===== src/core/pife_defs.svh =====
/*
  Constants of the pointer input front end: configuration byte fields,
  motion modes and debounce timing.
  Assumes inclusion by bare name from the core files.
*/
`ifndef PIFE_DEFS_SVH
`define PIFE_DEFS_SVH

// Clock period in picoseconds (125 MHz)
`define PIFE_CLK_PS 8000
// Debounce base step in milliseconds; interval is (sel+1) steps
`define PIFE_DEB_STEP_MS 15
// Cycles in one 15 ms step, derived from the clock rate
`define PIFE_DEB_STEP_CYC \
  ((`PIFE_DEB_STEP_MS * 64'd1000000000) / `PIFE_CLK_PS)
// Configuration byte 3 holds debounce_sel in bits 3:2
`define PIFE_DEB_BYTE 3
`define PIFE_DEB_LSB 2
`define PIFE_DEB_MSB 3
// Configuration byte 0 holds roller pair count in bits 1:0
`define PIFE_ROLL_BYTE 0
// Configuration byte 3 holds function select in bits 1:0
`define PIFE_FUNC_BYTE 3
`define PIFE_FUNC_JOY 2'h2
// Number of configuration bytes loaded
`define PIFE_CFG_BYTES 5
// Button and motion input counts
`define PIFE_NUM_BTN 8
`define PIFE_NUM_MOT 6

`endif


===== src/core/pife_pkg.sv =====
/*
  Types of the pointer input front end.
  Assumes pife_defs.svh is compiled alongside.
*/
package pife_pkg;

  typedef enum logic [1:0]
  {
    PIFE_ST_LOAD,
    PIFE_ST_RUN
  } pife_state_type;

  typedef enum logic [1:0]
  {
    PIFE_MOT_BUTTON,
    PIFE_MOT_ROLLER,
    PIFE_MOT_JOYSTICK
  } pife_mot_type;

endpackage : pife_pkg


===== src/core/pife_debounce.sv =====
/*
  One debounce channel: the raw pin is registered twice, then the state
  only follows after the level has stood still for the full interval.
  Assumes pins asynchronous to mclk; a tick-free counter in mclk cycles.
*/
`timescale 1ns/1ps
`include "pife_defs.svh"

module pife_debounce #(
  parameter int CNT_W = 26
)
(
  // Clock and reset
  input wire logic mclk,
  input wire logic arst_n,
  // Control
  input wire logic enable,
  input wire logic [CNT_W-1:0] limit,
  // Pin and result
  input wire logic pin_n,
  output logic state
);

  logic sync1_r;
  logic sync2_r;
  logic [CNT_W-1:0] count_r;
  logic state_r;

  always_ff @(posedge mclk or negedge arst_n)
  begin
    if (!arst_n)
    begin
      sync1_r <= 1'b1;
      sync2_r <= 1'b1;
    end
    else
    begin
      sync1_r <= pin_n;
      sync2_r <= sync1_r;
    end
  end

  // Pressed is low on the pin; any bounce restarts the count
  always_ff @(posedge mclk or negedge arst_n)
  begin
    if (!arst_n)
    begin
      count_r <= '0;
      state_r <= 1'b0;
    end
    else if (!enable || (~sync2_r == state_r))
    begin
      count_r <= '0;
    end
    else if (count_r >= limit - CNT_W'(1))
    begin
      count_r <= '0;
      state_r <= ~sync2_r;
    end
    else
    begin
      count_r <= count_r + CNT_W'(1);
    end
  end

  assign state = state_r;

endmodule : pife_debounce


===== src/core/pife_front_end.sv =====
/*
  Pointer input front end: conditions eight buttons and six motion
  inputs, decodes their use from the configuration bytes, and passes
  the four memory port pins through while the programming mode is on.
  Assumes configuration bytes come from the memory loader with a
  cfg_valid strobe after each chip or bus reset.
*/
// How it works
// - Roller mode pairs horiz_a/b, aux_a/b and vert_a/b as two-wire pairs.
// - Joystick mode uses only the horiz pair, fed by a potentiometer.
// - Button mode senses every motion input alone, active low.
// - Motion inputs are pulled up; those acting as buttons are debounced per configuration bytes.
// - Button inputs, including the button/LED pin, are pulled up, low pressed.
// - Button inputs are debounced with the configured interval.
// - debounce_sel in byte 3 bits 3:2 picks 15, 30, 45 or 60 ms.
// - Three button pins double as the memory serial port.
// - Configuration loads at power-on and bus reset before running.
`timescale 1ns/1ps
`include "pife_defs.svh"

module pife_front_end #(
  parameter int CNT_W = 26,
  parameter longint DEB_STEP_CYC = `PIFE_DEB_STEP_CYC
)
(
  // Clock and reset
  input wire logic mclk,
  input wire logic arst_n,
  // Configuration load
  input wire logic bus_reset,
  input wire logic cfg_valid,
  input wire logic [8*`PIFE_CFG_BYTES-1:0] config_bytes,
  input wire logic prog_mode,
  // Button pins, bit 0 mem_select, 1 mem_clock, 2 mem_data_in,
  // 7 button_led_pin
  input wire logic [`PIFE_NUM_BTN-1:0] button_n,
  // Motion pins
  input wire logic horiz_a,
  input wire logic horiz_b,
  input wire logic aux_a,
  input wire logic aux_b,
  input wire logic vert_a,
  input wire logic vert_b,
  // Memory port
  input wire logic mem_rd_data,
  output logic mem_select,
  output logic mem_clock,
  output logic mem_data_in,
  output logic mem_data_out,
  output logic mem_data_out_oe_n,
  // Pull-up enables, high when active
  output logic [`PIFE_NUM_BTN+`PIFE_NUM_MOT-1:0] pullup_en,
  // Report side
  output logic running,
  output logic [`PIFE_NUM_BTN-1:0] button_state,
  output logic [`PIFE_NUM_MOT-1:0] motion_button,
  output logic [`PIFE_NUM_MOT-1:0] roller_level,
  output logic [2:0] roller_pair_en,
  output logic joystick_en,
  output logic joy_a,
  output logic joy_b
);

  pife_pkg::pife_state_type state_r;
  logic [1:0] deb_sel_r;
  logic [1:0] roll_r;
  logic [1:0] func_r;
  logic [CNT_W-1:0] limit;
  logic [`PIFE_NUM_MOT-1:0] mot_n;
  logic [`PIFE_NUM_MOT-1:0] mot_is_btn;
  logic [`PIFE_NUM_MOT-1:0] mot_r;
  logic [`PIFE_NUM_BTN-1:0] btn_en;
  pife_pkg::pife_mot_type mode;

  // Pair order in the vector: horiz, vert, aux
  assign mot_n = {aux_b, aux_a, vert_b, vert_a, horiz_b, horiz_a};

  // Settings only change after a full load, never mid-run
  always_ff @(posedge mclk or negedge arst_n)
  begin
    if (!arst_n)
    begin
      state_r <= pife_pkg::PIFE_ST_LOAD;
      deb_sel_r <= 2'h0;
      roll_r <= 2'h0;
      func_r <= 2'h0;
    end
    else
    begin
      case (state_r)
        pife_pkg::PIFE_ST_LOAD:
        begin
          if (cfg_valid)
          begin
            deb_sel_r <= config_bytes[8*`PIFE_DEB_BYTE+`PIFE_DEB_LSB +: 2];
            roll_r <= config_bytes[8*`PIFE_ROLL_BYTE +: 2];
            func_r <= config_bytes[8*`PIFE_FUNC_BYTE +: 2];
            state_r <= pife_pkg::PIFE_ST_RUN;
          end
        end
        pife_pkg::PIFE_ST_RUN:
        begin
          if (bus_reset)
          begin
            state_r <= pife_pkg::PIFE_ST_LOAD;
          end
        end
        default:
        begin
          state_r <= pife_pkg::PIFE_ST_LOAD;
        end
      endcase
    end
  end

  assign running = (state_r == pife_pkg::PIFE_ST_RUN);

  // Interval is (sel+1) times 15 ms
  assign limit = CNT_W'(DEB_STEP_CYC * (deb_sel_r + 1));

  assign mode = (func_r == `PIFE_FUNC_JOY) ? pife_pkg::PIFE_MOT_JOYSTICK :
                (roll_r != 2'h0) ? pife_pkg::PIFE_MOT_ROLLER :
                pife_pkg::PIFE_MOT_BUTTON;

  // Pairs enabled in order horiz, vert, aux as the roller count rises
  always_comb
  begin
    roller_pair_en = 3'h0;
    joystick_en = 1'b0;
    case (mode)
      pife_pkg::PIFE_MOT_ROLLER:
      begin
        roller_pair_en[0] = 1'b1;
        roller_pair_en[1] = roll_r[1];
        roller_pair_en[2] = (roll_r == 2'h3);
      end
      pife_pkg::PIFE_MOT_JOYSTICK:
      begin
        joystick_en = 1'b1;
      end
      default:
      begin
        roller_pair_en = 3'h0;
      end
    endcase
  end

  // Inputs outside an active pair act as separate buttons
  assign mot_is_btn = ~{{2{roller_pair_en[2]}}, {2{roller_pair_en[1]}},
    {2{roller_pair_en[0] | joystick_en}}};

  // Memory port pins are not buttons during programming
  assign btn_en = prog_mode ? 8'h78 | 8'h80 : 8'hFF;

  genvar gi;
  generate
    for (gi = 0; gi < `PIFE_NUM_BTN; gi = gi + 1)
    begin : g_btn
      pife_debounce #(.CNT_W(CNT_W)) u_deb (
        .mclk(mclk),
        .arst_n(arst_n),
        .enable(running & btn_en[gi]),
        .limit(limit),
        .pin_n(button_n[gi]),
        .state(button_state[gi])
      );
    end
    for (gi = 0; gi < `PIFE_NUM_MOT; gi = gi + 1)
    begin : g_mot
      pife_debounce #(.CNT_W(CNT_W)) u_deb (
        .mclk(mclk),
        .arst_n(arst_n),
        .enable(running & mot_is_btn[gi]),
        .limit(limit),
        .pin_n(mot_n[gi]),
        .state(motion_button[gi])
      );
    end
  endgenerate

  assign pullup_en = '1;

  // Roller levels registered without debounce, which would eat edges
  always_ff @(posedge mclk or negedge arst_n)
  begin
    if (!arst_n)
    begin
      mot_r <= '1;
    end
    else
    begin
      mot_r <= mot_n;
    end
  end

  assign roller_level = mot_r;
  assign joy_a = mot_r[0];
  assign joy_b = mot_r[1];

  // Serial port pass-through
  always_ff @(posedge mclk or negedge arst_n)
  begin
    if (!arst_n)
    begin
      mem_select <= 1'b0;
      mem_clock <= 1'b0;
      mem_data_in <= 1'b0;
      mem_data_out <= 1'b1;
    end
    else
    begin
      mem_select <= prog_mode & button_n[0];
      mem_clock <= prog_mode & button_n[1];
      mem_data_in <= prog_mode & button_n[2];
      mem_data_out <= mem_rd_data;
    end
  end

  assign mem_data_out_oe_n = ~(prog_mode & mem_select);

endmodule : pife_front_end


===== config.mk =====
export PLATFORM = sky130hd
export DESIGN_NAME = pife_front_end
export DESIGN_NICKNAME = d
export VERILOG_FILES = /design/src/core/pife_pkg.sv /design/src/core/pife_debounce.sv /design/src/core/pife_front_end.sv
export VERILOG_INCLUDE_DIRS = /design/src /design/src/core
export SDC_FILE = /design/constraint.sdc
export NUM_CORES = 1
export LEC_CHECK = 0
export ABC_AREA = 1
export BUFFER_PORTS_ARGS = -buffer_cell sky130_fd_sc_hd__buf_2
export CAP_MARGIN = 20
export CORE_ASPECT_RATIO = 0.5
export CORE_MARGIN = 2
export CORE_UTILIZATION = 60
export CTS_BUF_LIST = sky130_fd_sc_hd__clkbuf_4 sky130_fd_sc_hd__clkbuf_8
export DETAILED_ROUTE_END_ITERATION = 12
export PLACE_DENSITY = 0.8
export SLEW_MARGIN = 30
export SYNTH_ARGS = -nofsm -noshare
export SYNTH_HDL_FRONTEND = slang
export SYNTH_HIERARCHICAL = 1
export SYNTH_SLANG_ARGS = --single-unit

===== constraint.sdc =====
create_clock -name mclk -period 8.5 [get_ports mclk]
set_input_delay 2.55 -clock mclk [delete_from_list [all_inputs] [get_ports mclk]]
set_output_delay 2.55 -clock mclk [all_outputs]
set_load 0.05 [all_outputs]

==> impl_summary.md <==
Pwr
For this design the static power due to leakage is 21.1 nW. The overall power is 7.54 mW. The worst voltage drop across the vdd grid is 245 uV. Power spread over the standard cell area amounts to 171 nW/um^2.

Clock tree
In this run, post-CTS repair resized a total of 0 instances. After clock tree synthesis, the clock-pin slew on the worst setup and hold paths is 0.06 ns. TritonCTS built the clock tree. The buffer type at the clock tree root is sky130_fd_sc_hd__clkbuf_8. For the worst-skew pair, the clock arrives at the later sink with an insertion delay of 0.73 ns.

Counting along the longest clock path gives a buffer depth of 3. In this run the post-CTS setup repair buffer count came out at 0. The number of levels the H-tree was split into is 3.

Clock tree synthesis inserted a total of 69 buffers. The number of buffers added to fix hold violations after cts is 0. Clock tree synthesis found a total of 423 sinks.

Worst hold path
The cell depth of the worst min-delay path is 0. For hold timing, the worst endpoint is g_btn[7].u_deb/sync2_r. In this run the most critical hold path is launched from g_btn[7].u_deb/sync1_r. The tightest min-delay check is of the reg -> reg type.

STA
Derived from the worst setup path, the maximum achievable clock frequency is 156 MHz. The period utilization is 75.4%. The remaining max-slew budget at the tightest pin is 33.2%. The sum of negative setup slack is 0 ns. The smallest clock period supported by the final layout is computed as 6.41 ns. The clock arrives with 0.0332 ns of skew. The number of max-slew violations in the final report is 0. The number of failing hold endpoints at the final stage came to 0. Setup violations remaining at the end of the flow were counted as 0. The actual transition at the worst max-transition pin is 1.00 ns.

The final worst setup slack is 2.09 ns. Setup repair after global routing left no endpoint under its margin.

Routing
In the routed layout, each cell is associated on average with a via count of 5.34. The post-detailed-route wirelength per cell is 14.2 um. The final routed DRC violation total is 0.

The routed layout has 37600 vias. In this run the remaining antenna-violating nets after routing total 0. For this block, the routed nets add up to 100000 um of wire.

For this run, the detailed router's first-pass iteration total came to 6. The DRC marker count from the first detailed-route iteration is 3127.

Global routing
The number of antenna violations at the first check in global routing is 1. Global routing finished with a remaining overflow of 0. The number of global-route vias before repair is 36500. The aggregate global-route resource usage is 29.4%. The pin count of the biggest net entering global routing is 152. The first global-routing pass estimated 171000 um of wire.

Cells and area
From synthesis to final layout, the design area changed by 9.17%. The layout cell share with drive strength beyond 1 is 8.23%. Leaving out filler cells and counting taps, the final layout contains 7049. Leaving out fill and tap cells, the most frequent cells in the layout are 1341 x sky130_fd_sc_hd__nand2_1, 1042 x sky130_fd_sc_hd__nor2_1, 750 x sky130_fd_sc_hd__inv_1, 396 x sky130_fd_sc_hd__ha_1, 388 x sky130_fd_sc_hd__dfrtp_1. The final-stage net count is 6553. Leaving out fill and tap cells, the most frequent cell in the layout is sky130_fd_sc_hd__nand2_1. Once layout is done, the placed cells without fillers occupy 44100 sq um.

Place
Routability-driven placement finished with a final weighted congestion of 0.959. The area of placed instances is 42500 sq um. The cell total after placement is 6920.

The worst slack at placement is 2.24 ns. The placed wire-length estimate is 76200 um. The number of buffers inserted by port buffering is 57.

Setup path
The worst setup path is captured at a register. The capturing point of the worst reg2reg path is g_btn[0].u_deb/count_r[4]. Of all nets on the critical path, the largest fanout is 61.

The worst register-to-register path begins at deb_sel_r[0]. For the worst setup path, the data arrival time is 7.03 ns. The setup path with the least slack is of type reg -> reg. The worst-case register-to-register setup slack is 2.09 ns. The kind of start point of the critical path is a register.

The data required time of the worst path is 9.12 ns. The worst-case reg-to-reg path depth is 25.

Logic synthesis
The count of state elements after synthesis is 423. A synthesized cell averages 6.95 sq um. The gate count after technology mapping is 5806.

The main flop type after synthesis is sky130_fd_sc_hd__dfrtp_1. Of the synthesized area, sequential elements account for 26.3%. Of all flip-flops after synthesis, the portion carrying an async set or reset was 100%. The count of flip-flops with a built-in enable after synthesis is 0. During synthesis, Yosys emitted a total of 6 warnings. Summing every instance area after synthesis gives 40400 sq um.

Counting distinct cell types in the post-synthesis netlist gives 46.

Floorplan
The initial utilization of the core area, before any placement, comes to 60.5%. The die outline area is 69500 sq um. The die height is 187 um. The core region area is 66700 sq um. After floorplanning, the core was divided into 67 placement rows. The horizontal die dimension is 371 um. The count of pins on the block boundary is 106.

Status
The flow ran to the end, and the final reports show no timing, DRC or antenna violations.

Run
Across the run, the number of max-cap violations was 0.
flip-flops by register name, indices dropped and copies added, names as in the netlist:
| signal | flops |
|---|---|
| g_mot.u_deb/state | 6 |
| g_btn.u_deb/sync1_r | 8 |
| mem_data_out | 1 |
| mem_clock | 1 |
| func_r | 2 |
| state_r | 1 |
| mem_select | 1 |
| mem_data_in | 1 |
| roll_r | 2 |
| roller_level | 6 |
| deb_sel_r | 2 |
| g_btn.u_deb/state | 8 |
| g_mot.u_deb/sync1_r | 6 |
| g_mot.u_deb/count_r | 156 |
| g_btn.u_deb/count_r | 208 |
| g_btn.u_deb/sync2_r | 8 |
| g_mot.u_deb/sync2_r | 6 |
cell type report:
cell class	count	area, sq um
clock inverter	20	199
sequential	423	10600
antenna	1	2.50
tap	897	1120
clock buffer	108	1330
timing repair buffer	80	497
fill	5940	22700
inverter	768	2890
multi-input combinational	4752	27400
metal layers:
layer,share of wire [%],GRT usage [%],up-vias
met5,0,0,-
li1,-,-,18900
met2,48,50.4,1010
met3,5.3,4.71,190
met4,2.5,9.53,0
met1,44,37.8,17500
logic make-up (layout without fill, tap and decap cells):
kind of cell,after synthesis,count (layout),share of synthesized area (%)
multiplexers,2,2,0.0651
adder cells (fa/ha/maj),399,399,12.4
XOR/XNOR,617,617,13.4
buffers and inverters,812,976,7.81
flip-flops,423,423,26.3
AO/OA/AOI/OAI,175,175,2.42
other,2,184,0.0186
AND/OR/NAND/NOR,3376,3376,37.6
cells in the mapped netlist, types with 2 or more instances:
library cell | instances | area, sq um
sky130_fd_sc_hd__nand2_1 | 1343 | 5040
sky130_fd_sc_hd__nand4_1 | 235 | 1470
sky130_fd_sc_hd__or2_4 | 12 | 105
sky130_fd_sc_hd__xor2_1 | 361 | 3160
sky130_fd_sc_hd__a21oi_1 | 105 | 526
sky130_fd_sc_hd__nor3_2 | 23 | 230
sky130_fd_sc_hd__buf_4 | 17 | 128
sky130_fd_sc_hd__dfstp_2 | 35 | 920
sky130_fd_sc_hd__nor2_4 | 27 | 304
sky130_fd_sc_hd__nand3_4 | 12 | 210
sky130_fd_sc_hd__o21ai_0 | 23 | 115
sky130_fd_sc_hd__nand2_2 | 24 | 150
sky130_fd_sc_hd__a21o_1 | 2 | 15.0
sky130_fd_sc_hd__nor2_1 | 1043 | 3920
sky130_fd_sc_hd__nor3_1 | 235 | 1180
sky130_fd_sc_hd__dfrtp_1 | 388 | 9710
sky130_fd_sc_hd__and2_1 | 12 | 75.1
sky130_fd_sc_hd__inv_1 | 750 | 2820
sky130_fd_sc_hd__conb_1 | 2 | 7.51
sky130_fd_sc_hd__nand3_1 | 244 | 1220
sky130_fd_sc_hd__inv_2 | 18 | 67.6
sky130_fd_sc_hd__nand4_2 | 3 | 37.5
sky130_fd_sc_hd__nor2_2 | 77 | 482
sky130_fd_sc_hd__nor3_4 | 3 | 48.8
sky130_fd_sc_hd__o21ai_1 | 3 | 15.0
sky130_fd_sc_hd__o22ai_1 | 13 | 81.3
sky130_fd_sc_hd__or2_1 | 2 | 12.5
sky130_fd_sc_hd__xnor2_1 | 255 | 2230
sky130_fd_sc_hd__nor4_1 | 19 | 119
sky130_fd_sc_hd__nand3b_1 | 15 | 113
sky130_fd_sc_hd__ha_1 | 399 | 4990
sky130_fd_sc_hd__nand3_2 | 42 | 420
sky130_fd_sc_hd__buf_2 | 26 | 130
sky130_fd_sc_hd__o21bai_1 | 26 | 195
worst max path at each step:
stage | from | to | slack (ns) | cells after the start
after floorplan | deb_sel_r[0] | g_btn[1].u_deb/count_r[0] | 0.29 | 21
after global placement | deb_sel_r[0] | g_btn[0].u_deb/count_r[14] | 2.39 | 25
after detailed placement | deb_sel_r[0] | g_btn[0].u_deb/count_r[2] | 2.24 | 25
after CTS | deb_sel_r[0] | g_btn[0].u_deb/count_r[4] | 2.12 | 25
after global routing | deb_sel_r[0] | g_btn[0].u_deb/count_r[4] | 1.50 | 25
final | deb_sel_r[0] | g_btn[0].u_deb/count_r[4] | 2.09 | 25
where the power goes:
part           leakage, nW  internal [mW]  total (mW)  switching [mW]
registers             5.76           2.05        2.07          0.0255
clock network        0.815           1.10        1.98           0.885
logic                 14.5           1.03        3.48            2.45
total                 21.1           4.18        7.54            3.36
metrics by stage:
stage / utilization [%] / hold WS [ns]
floorplan: - / 0.345
global placement: 63.8 / 0.345
detailed placement: 63.8 / 0.347
CTS: 66.0 / 0.352
global route: 66.1 / 0.357
finish: 66.1 / 0.350
critical path, stage by stage (launching register included):
cell and delay [ns]:
sky130_fd_sc_hd__dfrtp_1 0.48, sky130_fd_sc_hd__inv_4 0.42, sky130_fd_sc_hd__ha_2 0.67, sky130_fd_sc_hd__nand2_1 0.18, sky130_fd_sc_hd__nand2_4 0.70, sky130_fd_sc_hd__nand3_1 0.19, sky130_fd_sc_hd__nand3_1 0.14, sky130_fd_sc_hd__nand2_2 0.36
sky130_fd_sc_hd__buf_4 0.43, sky130_fd_sc_hd__nor2_1 0.15, sky130_fd_sc_hd__inv_1 0.07, sky130_fd_sc_hd__nor3_1 0.14, sky130_fd_sc_hd__nand3_1 0.12, sky130_fd_sc_hd__nor2_2 0.14, sky130_fd_sc_hd__xor2_1 0.15, sky130_fd_sc_hd__inv_1 0.06
sky130_fd_sc_hd__ha_1 0.26, sky130_fd_sc_hd__nand2_1 0.09, sky130_fd_sc_hd__nor2_1 0.06, sky130_fd_sc_hd__nand2_1 0.13, sky130_fd_sc_hd__nor2_1 0.07, sky130_fd_sc_hd__nand2_1 0.07, sky130_fd_sc_hd__nand2_1 0.08, sky130_fd_sc_hd__nor2_1 0.17
sky130_fd_sc_hd__nand3_1 0.60, sky130_fd_sc_hd__nor2_1 0.32
Power figures use the tool's default switching activity.
